$ cat src/verilog/regulator_ctrl_defines.svh
// offsets, field positions, reset values and voltage coding for the regulator slice
// assumes 32-bit APB words; offsets are word indices (byte address = 4 x index)
`ifndef REGULATOR_CTRL_DEFINES_SVH
`define REGULATOR_CTRL_DEFINES_SVH

// ==========================================
// register indices
`define RC_IDX_A_SEQ 8'hc9
`define RC_IDX_A_LP 8'hca
`define RC_IDX_B_CTRL 8'hcb
`define RC_IDX_INT_STATUS 8'hd0
`define RC_IDX_INT_CLEAR 8'hd1
`define RC_IDX_INT_ENABLE 8'hd2
`define RC_IDX_HIB_CTRL 8'hd3
`define RC_IDX_OUT_STATUS 8'hd4

// ==========================================
// field positions
`define RC_A_FAULT_MSB 15
`define RC_A_FAULT_LSB 14
`define RC_A_START_MSB 13
`define RC_A_START_LSB 10
`define RC_A_STOP_MSB 9
`define RC_A_STOP_LSB 6
`define RC_A_HIB_BEH_MSB 13
`define RC_A_HIB_BEH_LSB 12
`define RC_A_HIB_TRIG_MSB 9
`define RC_A_HIB_TRIG_LSB 8
`define RC_VOLT_MSB 4
`define RC_VOLT_LSB 0
`define RC_B_SWITCH_BIT 14
`define RC_B_FLOAT_BIT 10
`define RC_INT_FAULT_BIT 0
`define RC_INT_HIB_BIT 1
`define RC_INT_W 2

// ==========================================
// reset values and implemented bits
`define RC_A_SEQ_DEFAULT 16'h0000
`define RC_A_LP_DEFAULT 16'h001c
`define RC_B_CTRL_DEFAULT 16'h001b
`define RC_A_SEQ_MASK 16'hffc0
`define RC_A_LP_MASK 16'h331f
`define RC_B_CTRL_MASK 16'h441f

// ==========================================
// voltage coding in millivolts: 1800 base, 100 step; 900 base, 50 step
`define RC_MV_HIGH_BASE 12'h708
`define RC_MV_HIGH_STEP 12'h064
`define RC_MV_LOW_BASE 12'h384
`define RC_MV_LOW_STEP 12'h032

`endif

$ cat src/verilog/regulator_ctrl_pkg.sv
// types shared by the regulator control slice
// assumes nothing beyond the defines header for values
package regulator_ctrl_pkg;

  typedef enum logic [1:0] {
    FAULT_IGNORE = 2'b00,
    FAULT_REG_OFF = 2'b01,
    FAULT_SYS_OFF = 2'b10,
    FAULT_SYS_OFF_RSV = 2'b11
  } fault_action_e;

  typedef enum logic [1:0] {
    HIB_IMAGE = 2'b00,
    HIB_DISABLE = 2'b01,
    HIB_RSV_A = 2'b10,
    HIB_RSV_B = 2'b11
  } hib_behaviour_e;

  typedef enum logic [1:0] {
    TRIG_REG_BIT = 2'b00,
    TRIG_LP_ONE = 2'b01,
    TRIG_LP_TWO = 2'b10,
    TRIG_LP_THREE = 2'b11
  } hib_trigger_e;

  typedef enum logic [2:0] {
    SEL_NONE = 3'h0,
    SEL_A_SEQ = 3'h1,
    SEL_A_LP = 3'h2,
    SEL_B_CTRL = 3'h3,
    SEL_INT_STATUS = 3'h4,
    SEL_INT_CLEAR = 3'h5,
    SEL_INT_ENABLE = 3'h6,
    SEL_HIB_CTRL = 3'h7
  } reg_sel_e;

  typedef struct packed {
    logic low_power_input_one;
    logic low_power_input_two;
    logic low_power_input_three;
  } lp_inputs_s;

  typedef struct packed {
    logic start_off;
    logic start_on_active;
    logic [3:0] start_slot;
    logic stop_on_off;
    logic [3:0] stop_slot;
  } seq_slots_s;

endpackage

$ cat src/verilog/voltage_decode.sv
// decodes a 5-bit regulator voltage code into millivolts
// assumes the caller registers the result
`timescale 1ns/1ps
`include "regulator_ctrl_defines.svh"
module voltage_decode #(
  parameter int CODE_W = 5
)(
  input wire logic [CODE_W-1:0] code,
  output logic [11:0] millivolts
);

  if (CODE_W != 5)
  begin : g_bad_width
    $error("voltage_decode serves 5-bit codes only");
  end

  // upper half in coarse steps, lower half in fine steps
  always_comb
  begin
    if (code[4])
      millivolts = 12'(`RC_MV_HIGH_BASE + 12'(code[3:0]) * `RC_MV_HIGH_STEP);
    else
      millivolts = 12'(`RC_MV_LOW_BASE + 12'(code[3:0]) * `RC_MV_LOW_STEP);
  end

endmodule

$ cat src/verilog/regulator_ctrl_regs.sv
// register slice for regulator A sequencing and low power, and regulator B control
// assumes an APB master on pclk, an external sequencer and power state machine
//
// Operation
// - regulator A fault raises interrupt; 00 nothing, 01 regulator off, else system off
// - start-up slot: 0000 never, 0001-1110 slots 1-14, 1111 on entering active
// - shutdown slot: 0001-1110 slots 1-14; 0000 and 1111 on entering off
// - hibernate behaviour: 00 image voltage, 01 output disabled, 10/11 reserved
// - hibernate trigger: 00 register bit, 01-11 low power inputs one to three
// - image voltage: 100mV steps 3.3V to 1.8V, 50mV steps 1.65V to 0.9V
// - regulator B bit 14: 0 regulates, 1 switch ignoring voltage select
// - regulator B bit 10: 0 discharge output while disabled, 1 leave floating
// - all four regulators disabled discharges all outputs regardless of float bits
// - regulator B voltage select uses image coding, regulator mode only
// - state machine reload restores variant defaults given by parameters
`timescale 1ns/1ps
`include "regulator_ctrl_defines.svh"
module regulator_ctrl_regs #(
  parameter int ADDR_W = 12,
  parameter logic [15:0] A_SEQ_DEFAULT = `RC_A_SEQ_DEFAULT,
  parameter logic [15:0] A_LP_DEFAULT = `RC_A_LP_DEFAULT,
  parameter logic [15:0] B_CTRL_DEFAULT = `RC_B_CTRL_DEFAULT
)(
  input wire logic pclk,
  input wire logic presetn,
  input wire logic psel,
  input wire logic penable,
  input wire logic pwrite,
  input wire logic [ADDR_W-1:0] paddr,
  input wire logic [31:0] pwdata,
  input wire logic [3:0] pstrb,
  output logic [31:0] prdata,
  output logic pready,
  output logic pslverr,
  input wire logic psm_reload,
  input wire logic reg_a_fault,
  input regulator_ctrl_pkg::lp_inputs_s lp_in,
  input wire logic reg_a_enabled,
  input wire logic reg_b_enabled,
  input wire logic [1:0] other_disabled,
  input wire logic [4:0] reg_a_normal_vsel,
  output regulator_ctrl_pkg::seq_slots_s a_slots,
  output logic reg_a_fault_off,
  output logic system_off,
  output logic reg_a_hibernate,
  output logic reg_a_hib_disable,
  output logic [11:0] reg_a_target_mv,
  output logic reg_b_switch_mode,
  output logic reg_b_vsel_active,
  output logic [11:0] reg_b_target_mv,
  output logic reg_b_discharge,
  output logic all_discharge,
  output logic irq
);

  if (ADDR_W < 10)
  begin : g_bad_addr
    $error("regulator_ctrl_regs needs at least 10 address bits");
  end

  // ==========================================
  // decoding helpers
  function automatic regulator_ctrl_pkg::reg_sel_e decode(input logic [ADDR_W-1:0] a);
    logic [ADDR_W-1:0] word;
    word = a >> 2;
    decode = regulator_ctrl_pkg::SEL_NONE;
    if (a[1:0] == 2'h0)
    begin
      if (word == ADDR_W'(`RC_IDX_A_SEQ))
        decode = regulator_ctrl_pkg::SEL_A_SEQ;
      else if (word == ADDR_W'(`RC_IDX_A_LP))
        decode = regulator_ctrl_pkg::SEL_A_LP;
      else if (word == ADDR_W'(`RC_IDX_B_CTRL))
        decode = regulator_ctrl_pkg::SEL_B_CTRL;
      else if (word == ADDR_W'(`RC_IDX_INT_STATUS))
        decode = regulator_ctrl_pkg::SEL_INT_STATUS;
      else if (word == ADDR_W'(`RC_IDX_INT_CLEAR))
        decode = regulator_ctrl_pkg::SEL_INT_CLEAR;
      else if (word == ADDR_W'(`RC_IDX_INT_ENABLE))
        decode = regulator_ctrl_pkg::SEL_INT_ENABLE;
      else if (word == ADDR_W'(`RC_IDX_HIB_CTRL))
        decode = regulator_ctrl_pkg::SEL_HIB_CTRL;
    end
  endfunction

  // merges the two low byte lanes; unimplemented bits stay zero
  function automatic logic [15:0] merge16(input logic [15:0] old, input logic [31:0] wd,
                                          input logic [3:0] strb, input logic [15:0] mask);
    logic [15:0] m;
    m = old;
    if (strb[0])
      m[7:0] = wd[7:0];
    if (strb[1])
      m[15:8] = wd[15:8];
    merge16 = m & mask;
  endfunction

  function automatic regulator_ctrl_pkg::seq_slots_s decode_slots(input logic [15:0] r);
    regulator_ctrl_pkg::seq_slots_s s;
    logic [3:0] st;
    logic [3:0] sd;
    st = r[`RC_A_START_MSB:`RC_A_START_LSB];
    sd = r[`RC_A_STOP_MSB:`RC_A_STOP_LSB];
    s.start_off = (st == 4'h0);
    s.start_on_active = (st == 4'hf);
    s.start_slot = (st == 4'h0 || st == 4'hf) ? 4'h0 : st;
    s.stop_on_off = (sd == 4'h0 || sd == 4'hf);
    s.stop_slot = (sd == 4'h0 || sd == 4'hf) ? 4'h0 : sd;
    decode_slots = s;
  endfunction

  // ==========================================
  // register state
  logic [15:0] a_seq;
  logic [15:0] next_a_seq;
  logic [15:0] a_lp;
  logic [15:0] next_a_lp;
  logic [15:0] b_ctrl;
  logic [15:0] next_b_ctrl;
  logic [`RC_INT_W-1:0] int_status;
  logic [`RC_INT_W-1:0] next_int_status;
  logic [`RC_INT_W-1:0] int_enable;
  logic [`RC_INT_W-1:0] next_int_enable;
  logic hib_bit;
  logic next_hib_bit;
  logic [31:0] next_prdata;
  logic [`RC_INT_W-1:0] events;
  regulator_ctrl_pkg::reg_sel_e sel;
  logic wr_access;
  logic [15:0] out_status;

  assign sel = decode(paddr);
  assign wr_access = psel && penable && pwrite;
  // zero wait states keeps the master simple; read data is staged in setup
  assign pready = 1'b1;
  assign pslverr = psel && penable && (sel == regulator_ctrl_pkg::SEL_NONE)
                   && !(paddr[1:0] == 2'h0 && (paddr >> 2) == ADDR_W'(`RC_IDX_OUT_STATUS));
  assign out_status = {11'h000, reg_a_fault, all_discharge, reg_b_discharge,
                       reg_a_hib_disable, reg_a_hibernate};

  always_comb
  begin
    next_a_seq = a_seq;
    next_a_lp = a_lp;
    next_b_ctrl = b_ctrl;
    next_int_enable = int_enable;
    next_hib_bit = hib_bit;
    next_int_status = int_status;
    next_prdata = prdata;
    if (wr_access)
    begin
      unique case (sel)
        regulator_ctrl_pkg::SEL_A_SEQ:
          next_a_seq = merge16(a_seq, pwdata, pstrb, `RC_A_SEQ_MASK);
        regulator_ctrl_pkg::SEL_A_LP:
          next_a_lp = merge16(a_lp, pwdata, pstrb, `RC_A_LP_MASK);
        regulator_ctrl_pkg::SEL_B_CTRL:
          next_b_ctrl = merge16(b_ctrl, pwdata, pstrb, `RC_B_CTRL_MASK);
        regulator_ctrl_pkg::SEL_INT_CLEAR:
          if (pstrb[0])
            next_int_status = int_status & ~pwdata[`RC_INT_W-1:0];
        regulator_ctrl_pkg::SEL_INT_ENABLE:
          if (pstrb[0])
            next_int_enable = pwdata[`RC_INT_W-1:0];
        regulator_ctrl_pkg::SEL_HIB_CTRL:
          if (pstrb[0])
            next_hib_bit = pwdata[0];
        regulator_ctrl_pkg::SEL_INT_STATUS, regulator_ctrl_pkg::SEL_NONE:
          next_hib_bit = hib_bit;
      endcase
    end
    // a set arriving with its clear is kept
    next_int_status = next_int_status | events;
    // the state machine outranks a concurrent software write
    if (psm_reload)
    begin
      next_a_seq = A_SEQ_DEFAULT & `RC_A_SEQ_MASK;
      next_a_lp = A_LP_DEFAULT & `RC_A_LP_MASK;
      next_b_ctrl = B_CTRL_DEFAULT & `RC_B_CTRL_MASK;
    end
    if (psel && !penable && !pwrite)
    begin
      unique case (sel)
        regulator_ctrl_pkg::SEL_A_SEQ: next_prdata = {16'h0000, a_seq};
        regulator_ctrl_pkg::SEL_A_LP: next_prdata = {16'h0000, a_lp};
        regulator_ctrl_pkg::SEL_B_CTRL: next_prdata = {16'h0000, b_ctrl};
        regulator_ctrl_pkg::SEL_INT_STATUS: next_prdata = {30'h0, int_status};
        regulator_ctrl_pkg::SEL_INT_ENABLE: next_prdata = {30'h0, int_enable};
        regulator_ctrl_pkg::SEL_HIB_CTRL: next_prdata = {31'h0, hib_bit};
        regulator_ctrl_pkg::SEL_INT_CLEAR: next_prdata = 32'h0;
        regulator_ctrl_pkg::SEL_NONE: next_prdata = {16'h0000, out_status};
      endcase
    end
  end

  always_ff @(posedge pclk or negedge presetn)
  begin
    if (!presetn)
    begin
      a_seq <= `RC_A_SEQ_DEFAULT;
      a_lp <= `RC_A_LP_DEFAULT;
      b_ctrl <= `RC_B_CTRL_DEFAULT;
      int_status <= 2'h0;
      int_enable <= 2'h0;
      hib_bit <= 1'b0;
      prdata <= 32'h0;
    end
    else
    begin
      a_seq <= next_a_seq;
      a_lp <= next_a_lp;
      b_ctrl <= next_b_ctrl;
      int_status <= next_int_status;
      int_enable <= next_int_enable;
      hib_bit <= next_hib_bit;
      prdata <= next_prdata;
    end
  end

  assign irq = |(int_status & int_enable);

  // ==========================================
  // regulator control outputs
  regulator_ctrl_pkg::fault_action_e action;
  regulator_ctrl_pkg::hib_behaviour_e behaviour;
  regulator_ctrl_pkg::hib_trigger_e trigger;
  logic fault_q;
  logic hib_sel;
  logic all_off;
  logic [4:0] a_code;
  logic [11:0] a_mv;
  logic [11:0] b_mv;
  regulator_ctrl_pkg::seq_slots_s next_a_slots;
  logic next_fault_off;
  logic next_system_off;
  logic next_hib_disable;
  logic [11:0] next_a_target;
  logic [11:0] next_b_target;
  logic next_b_discharge;

  assign action = regulator_ctrl_pkg::fault_action_e'(a_seq[`RC_A_FAULT_MSB:`RC_A_FAULT_LSB]);
  assign behaviour =
    regulator_ctrl_pkg::hib_behaviour_e'(a_lp[`RC_A_HIB_BEH_MSB:`RC_A_HIB_BEH_LSB]);
  assign trigger =
    regulator_ctrl_pkg::hib_trigger_e'(a_lp[`RC_A_HIB_TRIG_MSB:`RC_A_HIB_TRIG_LSB]);

  voltage_decode #(.CODE_W(5)) u_a_volt (.code(a_code), .millivolts(a_mv));
  voltage_decode #(.CODE_W(5)) u_b_volt (.code(b_ctrl[`RC_VOLT_MSB:`RC_VOLT_LSB]),
                                         .millivolts(b_mv));

  always_comb
  begin
    unique case (trigger)
      regulator_ctrl_pkg::TRIG_REG_BIT: hib_sel = hib_bit;
      regulator_ctrl_pkg::TRIG_LP_ONE: hib_sel = lp_in.low_power_input_one;
      regulator_ctrl_pkg::TRIG_LP_TWO: hib_sel = lp_in.low_power_input_two;
      regulator_ctrl_pkg::TRIG_LP_THREE: hib_sel = lp_in.low_power_input_three;
    endcase
    events = {hib_sel && !reg_a_hibernate, reg_a_fault && !fault_q};
    next_fault_off = events[`RC_INT_FAULT_BIT]
                     && (action == regulator_ctrl_pkg::FAULT_REG_OFF);
    // reserved code 11 behaves as system shutdown
    next_system_off = events[`RC_INT_FAULT_BIT] && action[1];
    next_a_slots = decode_slots(a_seq);
    // reserved behaviours leave the regulator on its normal setting
    next_hib_disable = hib_sel && (behaviour == regulator_ctrl_pkg::HIB_DISABLE);
    a_code = (hib_sel && behaviour == regulator_ctrl_pkg::HIB_IMAGE)
             ? a_lp[`RC_VOLT_MSB:`RC_VOLT_LSB] : reg_a_normal_vsel;
    next_a_target = a_mv;
    next_b_target = b_ctrl[`RC_B_SWITCH_BIT] ? 12'h000 : b_mv;
    all_off = !reg_a_enabled && !reg_b_enabled && (&other_disabled);
    next_b_discharge = !reg_b_enabled && (!b_ctrl[`RC_B_FLOAT_BIT] || all_off);
  end

  always_ff @(posedge pclk or negedge presetn)
  begin
    if (!presetn)
    begin
      fault_q <= 1'b0;
      a_slots <= '0;
      reg_a_fault_off <= 1'b0;
      system_off <= 1'b0;
      reg_a_hibernate <= 1'b0;
      reg_a_hib_disable <= 1'b0;
      reg_a_target_mv <= 12'h000;
      reg_b_switch_mode <= 1'b0;
      reg_b_vsel_active <= 1'b0;
      reg_b_target_mv <= 12'h000;
      reg_b_discharge <= 1'b0;
      all_discharge <= 1'b0;
    end
    else
    begin
      fault_q <= reg_a_fault;
      a_slots <= next_a_slots;
      reg_a_fault_off <= next_fault_off;
      system_off <= next_system_off;
      reg_a_hibernate <= hib_sel;
      reg_a_hib_disable <= next_hib_disable;
      reg_a_target_mv <= next_a_target;
      reg_b_switch_mode <= b_ctrl[`RC_B_SWITCH_BIT];
      reg_b_vsel_active <= !b_ctrl[`RC_B_SWITCH_BIT];
      reg_b_target_mv <= next_b_target;
      reg_b_discharge <= next_b_discharge;
      all_discharge <= all_off;
    end
  end

  // ==========================================
  // checks
  property p_fault_reg_off;
    @(posedge pclk) disable iff (!presetn)
    (reg_a_fault && !fault_q && action == regulator_ctrl_pkg::FAULT_REG_OFF)
    |=> (reg_a_fault_off && !system_off && int_status[0]) ##1 !reg_a_fault_off;
  endproperty
  a_fault_reg_off: assert property (p_fault_reg_off) else $error("fault action 01 wrong");

  property p_fault_sys_off;
    @(posedge pclk) disable iff (!presetn)
    $rose(reg_a_fault) && a_seq[15] |=> system_off && !reg_a_fault_off;
  endproperty
  a_fault_sys_off: assert property (p_fault_sys_off) else $error("system shutdown missed");

  property p_start_slot;
    @(posedge pclk) disable iff (!presetn)
    a_seq[13:10] == 4'hf |=> a_slots.start_on_active && !a_slots.start_off;
  endproperty
  a_start_slot: assert property (p_start_slot) else $error("start on active wrong");

  property p_stop_slot;
    @(posedge pclk) disable iff (!presetn)
    a_seq[9:6] == 4'h0 |=> a_slots.stop_on_off && a_slots.stop_slot == 4'h0;
  endproperty
  a_stop_slot: assert property (p_stop_slot) else $error("shutdown on off wrong");

  property p_hib_disable;
    @(posedge pclk) disable iff (!presetn)
    a_lp[13:8] == 6'h11 && lp_in.low_power_input_one |=> reg_a_hib_disable && reg_a_hibernate;
  endproperty
  a_hib_disable: assert property (p_hib_disable) else $error("hibernate disable missed");

  property p_hib_reg_bit;
    @(posedge pclk) disable iff (!presetn)
    a_lp[9:8] == 2'h0 |=> reg_a_hibernate == $past(hib_bit);
  endproperty
  a_hib_reg_bit: assert property (p_hib_reg_bit) else $error("hibernate trigger wrong");

  property p_image_volt;
    @(posedge pclk) disable iff (!presetn)
    a_lp[13:8] == 6'h00 && hib_bit && a_lp[4:0] == 5'h0f |=> reg_a_target_mv == 12'h672;
  endproperty
  a_image_volt: assert property (p_image_volt) else $error("image voltage not applied");

  property p_switch_mode;
    @(posedge pclk) disable iff (!presetn)
    b_ctrl[14] |=> !reg_b_vsel_active && reg_b_switch_mode && reg_b_target_mv == 12'h000;
  endproperty
  a_switch_mode: assert property (p_switch_mode) else $error("switch mode wrong");

  property p_b_volt;
    @(posedge pclk) disable iff (!presetn)
    !b_ctrl[14] && b_ctrl[4:0] == 5'h10 |=> reg_b_target_mv == 12'h708;
  endproperty
  a_b_volt: assert property (p_b_volt) else $error("regulator B voltage wrong");

  property p_discharge;
    @(posedge pclk) disable iff (!presetn)
    !reg_b_enabled && (!b_ctrl[10] || (!reg_a_enabled && &other_disabled))
    |=> reg_b_discharge;
  endproperty
  a_discharge: assert property (p_discharge) else $error("discharge missed");

  property p_float;
    @(posedge pclk) disable iff (!presetn)
    b_ctrl[10] && reg_a_enabled |=> !reg_b_discharge && !all_discharge;
  endproperty
  a_float: assert property (p_float) else $error("float not honoured");

  property p_reload;
    @(posedge pclk) disable iff (!presetn)
    psm_reload |=> a_seq == (A_SEQ_DEFAULT & 16'hffc0) && b_ctrl == (B_CTRL_DEFAULT & 16'h441f);
  endproperty
  a_reload: assert property (p_reload) else $error("reload skipped");

endmodule

$ cat config.mk
export PLATFORM = sky130hd
export DESIGN_NAME = regulator_ctrl_regs
export DESIGN_NICKNAME = d
export VERILOG_FILES = /design/src/verilog/regulator_ctrl_pkg.sv /design/src/verilog/voltage_decode.sv /design/src/verilog/regulator_ctrl_regs.sv
export VERILOG_INCLUDE_DIRS = /design/src /design/src/verilog
export SDC_FILE = /design/constraint.sdc
export NUM_CORES = 1
export LEC_CHECK = 0
export ABC_CLOCK_PERIOD_IN_PS = 10000
export CAP_MARGIN = 5
export CORE_ASPECT_RATIO = 0.5
export CORE_MARGIN = 10
export CORE_UTILIZATION = 45
export DETAILED_ROUTE_END_ITERATION = 6
export DONT_BUFFER_PORTS = 1
export GPL_TIMING_DRIVEN = 0
export RECOVER_POWER = 25
export SETUP_SLACK_MARGIN = 0.05
export SYNTH_ARGS = -nofsm -noshare
export SYNTH_HDL_FRONTEND = slang
export SYNTH_SLANG_ARGS = --single-unit
export TNS_END_PERCENT = 100
$ cat constraint.sdc
create_clock -name pclk -period 10 [get_ports pclk]
set_clock_uncertainty 0.1 [all_clocks]
set_input_delay 0.5 -clock pclk [delete_from_list [all_inputs] [get_ports pclk]]
set_output_delay 0.5 -clock pclk [all_outputs]
set_load 0.03 [all_outputs]
==> impl_metrics.ini, run 1 <==
[synth]
ys.flop_type = dfrtp_1
yosysWarnings = 0
synth_cell_type_count = 61
async_reset_ff_share_pct = 100
yosys-top-cells-area = dfrtp_1 (43%), mux2i_1 (8.4%), nor2_1 (4.7%)
synth.avg_cell_area_um2 = 10.4
syn_area_um2 = 4750
netlist_instances = 458
yosysTopAreaCell = dfrtp_1
yosys.area.top_type_share_pct = 42.6
synth_edf_count = 0
ys_ff_latch = 88
yosysSeqAreaShare_pct = 46.5

[layout]
antenna_cells = 0
layout_common_cells = dfrtp_1 (81), nor2_1 (60), mux2i_1 (40), nand2_1 (37)
area_delta_synth_final_pct = 11.7
final_common_cell = dfrtp_1
fin_nets = 573
final_layout_size_suffix_gt1_share_pct = 14.2
fin_util_pct = 51.8

[clock_tree]
numCtsBuffers = 9
ctsLongestPathBuffers = 2
cts_tree = built
cts_num_sinks = 88
post_cts_resized = 0
clk_pin_slew_ps = 70
clkLatencyLatePin_ps = 340
h-tree-depth = 3
root_buffer = clkbuf_16

[power]
powerDensity_nw_per_um2 = 156
vdd_ir_drop_max_mv = 0.0742
p_leak_nw = 2.39

[timing]
drv_slew = 89
rsz0062_at_grt = false
hold_violations = 0
finalSetupViolations = 0
fin_tns_setup_ps = 0
period_needed_ps = 5160
fmaxAchievable_ghz = 0.194
worst_pin_slew_ps = 4710
finalCritPeriodShare_pct = 51.6
slew_headroom_pct = -214

[detailed_routing]
wirelength_mm = 12.1
avgViaCountPerCell = 5.34
detail-route-antenna-nets = 0
drt-pass1-iter-count = 4
dr_total_vias = 3385
drt_iter0_drc = 281
drc = 0
wl_per_cell_um = 19.1

[setup_path]
crit_fanout = 88
crit_slowest_cell = clkbuf_1
crit_path_start_kind = primary input
end_kind = async pin
path_cells = dlygate4sd3_1 -> clkbuf_1
path_delay_family = buffers and inverters
worstSetupPathType = primary input to async pin
required_ps = 9230
cp.arrival_ps = 4390
crit_buf_inv = 2
cp_slowest_stage_delay_ps = 3270

[job]
cap_violations = 1

[grt]
grt_use_total_pct = 16.1
overflow = 0
grt_pass1_wl_mm = 19.5
antenna_found_initial = 1
grt_max_degree = 89
grt_pass1_vias = 3587

[floorplanning]
die_h_um = 92.7
start_util_pct = 46.4
core_um2 = 10200
die_w_um = 165
rows = 26
ioPinCount = 145
fp.dieArea_um2 = 15300

[run_status]
violations = max-capacitance violations, max-slew violations
status = finished with violations

[placement]
portBuffers = 0
dp_hpwl_mm = 9.14
place.gp.congestion = 0.823

[hold_path]
hold_class = primary input to flip-flop
per-stage QoR:
stage | cells | setup WS, ps | total power [mW] | instance area, um^2 | hold WS [ps]
2_1_floorplan | 476 | 6110 | 0.474 | 4820 | 104
3_3_place_gp | 616 | 5620 | 0.488 | 5000 | 107
3_5_place_dp | 616 | 5530 | 0.489 | 5000 | 107
4_1_cts | 634 | 5580 | 0.839 | 5330 | 75.0
5_1_grt | 634 | 3700 | 0.865 | 5310 | 69.6
6_report | 634 | 4840 | 0.827 | 5310 | 82.6
sequential cells by signal, summed over array words and instances (netlist names), 7 cells and up:
signal	count
b_ctrl	7
prdata	15
a_slots	11
a_seq	10
reg_b_target_mv	11
reg_a_target_mv	11
a_lp	9
where the power goes:
group,switching (mW),internal [mW]
logic,0.0504,0.0292
registers,0.0390,0.370
clock network,0.143,0.194
timing repair:
action                                 4_1_cts  5_1_grt
setup buffers                                0        0
endpoints found under the hold margin       88        0
hold buffers                                 2        0
setup endpoints to repair                    0        0
cell families (layout without fill, tap and decap cells):
| family | Yosys count | after routing | share of synthesized area (%) |
|---|---|---|---|
| simple gates | 178 | 178 | 19.8 |
| other cells | 2 | 20 | 0.158 |
| buf+inv | 51 | 69 | 5.82 |
| xor+xnor | 18 | 18 | 3.61 |
| compound gates | 53 | 53 | 8.08 |
| fa+ha+maj | 17 | 17 | 4.79 |
| flops | 88 | 88 | 46.5 |
| mux | 51 | 51 | 11.3 |
final timing paths:
check	from	to	slack [ps]	depth (start not counted)
hold reg to reg	b_ctrl[14]$_DFFE_PN0P_	reg_b_switch_mode$_DFF_PN0_	330	0
min in group asynchronous	presetn	reg_b_target_mv[11]$_DFF_PN0_	2290	2
max in group pclk	hib_bit$_DFFE_PN0P_	reg_a_target_mv[10]$_DFF_PN0_	5580	12
hold / removal	reg_a_fault	fault_q$_DFF_PN0_	80	0
setup reg to reg	hib_bit$_DFFE_PN0P_	reg_a_target_mv[10]$_DFF_PN0_	5580	12
setup / recovery	presetn	a_lp[0]$_DFFE_PN0P_	4840	2
cell usage after synthesis (all sizes together) (10+ instances only):
master / instances
mux2: 10
ha: 15
xor2: 10
nand2: 38
inv: 18
dfrtp: 81
buf: 24
nor3: 15
nor2: 60
and2: 12
nand4: 10
mux2i: 40
layout make-up:
cell class                      instances  area [um^2]
Fill cell                             968         4940
Sequential cell                        88         2210
Timing Repair Buffer                    2         13.8
Tap cell                              140          175
Buffer                                 33          209
Clock inverter                          6         70.1
Inverter                               18         67.6
Multi-Input combinational cell        337         2330
Clock buffer                           10          229
per-layer routing:
layer	part of all wire [%]	track usage (%)	up-vias
li1	-	-	1642
met3	9.5	6.80	12
met1	44	20.0	1633
met4	0.72	3.92	2
met5	0.058	0	-
met2	45	25.4	96
Power figures use the tool's default switching activity.
==> run 2: changes to the inputs <==
- ABC_AREA: unset -> 1
- ABC_CLOCK_PERIOD_IN_PS: 10000 -> 4690
- clock period: 10 -> 4.69 ns (I/O delays scaled with it)
==> run 2 against run 1 <==
Synthesized area decreased by 2.1%. Flip-flop and latch count unchanged. Combinational power increased to 3.3 times the previous value. The run still ends with max-capacitance violations, max-slew violations left. Global-route usage decreased by 0.19 points. Via count increased by 12%. Final area increased by 1.9%. Sequential power increased by 120%. Core utilization increased by 1.5 points.
==> impl_metrics.ini, run 2 <==
[setup_path]
cp.arrival_ps = 3810
worstSetupPathType = flip-flop to flip-flop
crit_path_start_kind = flip-flop
required_ps = 4820
crit_fanout = 5
end_kind = flip-flop

[synth]
yosysSeqAreaShare_pct = 47.5
yosysWarnings = 0
syn_area_um2 = 4660
yosys-top-cells-area = dfrtp_1 (44%), nand2_1 (13%), inv_1 (5.4%)
ys_ff_latch = 88
yosys-top-cells-count = nand2_1 (158), dfrtp_1 (81), inv_1 (67), nor2_1 (42), nand3_1 (31)
yosysTopAreaCell = dfrtp_1
synth_cell_type_count = 38
ys.flop_type = dfrtp_1
synth.most_common_cell = nand2_1
async_reset_ff_share_pct = 100
yosys.area.top_type_share_pct = 43.5
synth.avg_cell_area_um2 = 8.25
synth_edf_count = 0
netlist_instances = 564

[floorplanning]
core_um2 = 10100
die_w_um = 164
fp.dieArea_um2 = 15100
die_h_um = 91.9
ioPinCount = 145
start_util_pct = 45.9
rows = 26

[placement]
place.gp.congestion = 0.884
portBuffers = 0
placed_cells = 722
dp_hpwl_mm = 9.16

[power]
intPower_mw = 1.32
switching_share_pct = 31.4
p_sw_uw = 602
seqPwrFrac_pct = 47.4
power_frac_clock_pct = 38.9
vdd_ir_drop_max_mv = 0.162
powerDensity_nw_per_um2 = 354
p_leak_nw = 2.75
p_comb_share_pct = 13.7

[timing]
holdWs_ps = 24.9
fmaxAchievable_ghz = 0.271
drv_slew = 89
finalCritPeriodShare_pct = 78.6
hold_violations = 0
fin_tns_setup_ps = 0
finalSetupViolations = 0
worst_pin_slew_ps = 2130
slew_headroom_pct = -42.0
period_needed_ps = 3680
rsz0062_at_grt = false

[grt]
grt_use_total_pct = 15.9
overflow = 0
grt_max_degree = 89
grt_pass1_wl_mm = 19.2
grt_pass1_vias = 3792
antenna_found_initial = 0

[clock_tree]
clkLatencyLatePin_ps = 340
root_buffer = clkbuf_16
numCtsBuffers = 9
post_cts_resized = 0
cts_tree = built
ctsLongestPathBuffers = 2
h-tree-depth = 3
cts_setup_buffers = 0
clk_pin_slew_ps = 70
cts_num_sinks = 88
cts_hold_buf = 21

[detailed_routing]
detail-route-antenna-nets = 0
dr_total_vias = 3794
drt-pass1-iter-count = 4
drt_iter0_drc = 199
wirelength_mm = 11.7
drc = 0
avgViaCountPerCell = 5.00
wl_per_cell_um = 15.4

[run_status]
violations = max-capacitance violations, max-slew violations
status = finished with violations

[layout]
final_layout_size_suffix_gt1_share_pct = 12.3
antenna_cells = 0
fillerInstances = 980
largest_reg_flops = 15
top_register = prdata
final_common_cell = nand2_1
layout_common_cells = nand2_1 (158), dfrtp_1 (81), inv_1 (67), nor2_1 (42), nand3_1 (31)
fin_nets = 698
area_delta_synth_final_pct = 16.3
fin_cells = 759

[hold_path]
hold_class = primary input to flip-flop

[job]
cap_violations = 1
run 2: cell type report:
class	instances	area (um^2)	area share, %
clock inverter	7	83.8	1.55
tap	140	175	3.24
clock buffer	9	225	4.16
inverter	79	307	5.66
buffer	24	169	3.12
multi-input combinational	391	2040	37.6
timing repair buffer	21	205	3.79
sequential	88	2210	40.8
run 2: kinds of logic (layout without fill, tap and decap cells):
kind of cell,Yosys count,count (layout),share of synthesized area [%]
flops,88,88,47.5
simple gates,280,280,27.2
compound gates,62,62,7.82
fa+ha+maj,17,17,4.89
xor+xnor,12,12,2.26
other cells,2,20,0.161
buf+inv,103,140,10.2
run 2: per-stage QoR:
stage                     utilization, %  area, um^2  setup slack (ps)  total power [mW]
after floorplan                        -        4720              1520              1.11
after global routing                53.3        5410               483              2.01
after global placement              48.3        4900              1040              1.15
after CTS                           53.6        5440               966              1.94
after detailed placement            48.3        4900               983              1.16
final                               53.3        5410              1010              1.92
run 2: path summary, 6_finish.rpt:
path | to | startpoint | cells after the start | slack [ps]
worst max register to register | reg_a_target_mv[10]$_DFF_PN0_ | a_lp[8]$_DFFE_PN0P_ | 21 | 1010
worst min-delay path | a_lp[13]$_DFFE_PN0P_ | psm_reload | 3 | 20
worst min register to register | reg_b_switch_mode$_DFF_PN0_ | b_ctrl[14]$_DFFE_PN0P_ | 0 | 300
max in group asynchronous | reg_a_target_mv[9]$_DFF_PN0_ | presetn | 2 | 2270
worst max-delay path | reg_a_target_mv[10]$_DFF_PN0_ | a_lp[8]$_DFFE_PN0P_ | 21 | 1010
min in group asynchronous | a_seq[9]$_DFFE_PN0P_ | presetn | 2 | 960
run 2: worst max-delay path, stage by stage (launching register included):
cell and delay (ps):
dfrtp_1 390, inv_2 70, nand2_1 50, nand3_1 60, nand2_1 160, inv_2 70, nand2_1 160, inv_2 80
o21ai_0 310, inv_1 130, nor2_1 230, nor2_1 70, ha_1 230, fa_1 410, xnor2_1 320, inv_1 100
nor3_1 140, nand3_1 140, nand4_1 150, nand2_1 90, nand2_1 60, nand2_1 50
run 2: power groups by stage:
stage	clock (mW)	sequential, mW	combinational, mW
6_report	0.746	0.909	0.264
3_3_place_gp	0	0.924	0.229
5_1_grt	0.792	0.914	0.308
3_5_place_dp	0	0.926	0.233
2_1_floorplan	0	0.915	0.196
4_1_cts	0.759	0.911	0.266
run 2: routing by layer:
layer / share of wire, % / GRT usage [%]
met1: 46 / 20.3
met4: 1.2 / 4.36
met5: 0 / 0
met3: 8.0 / 5.44
met2: 45 / 25.2
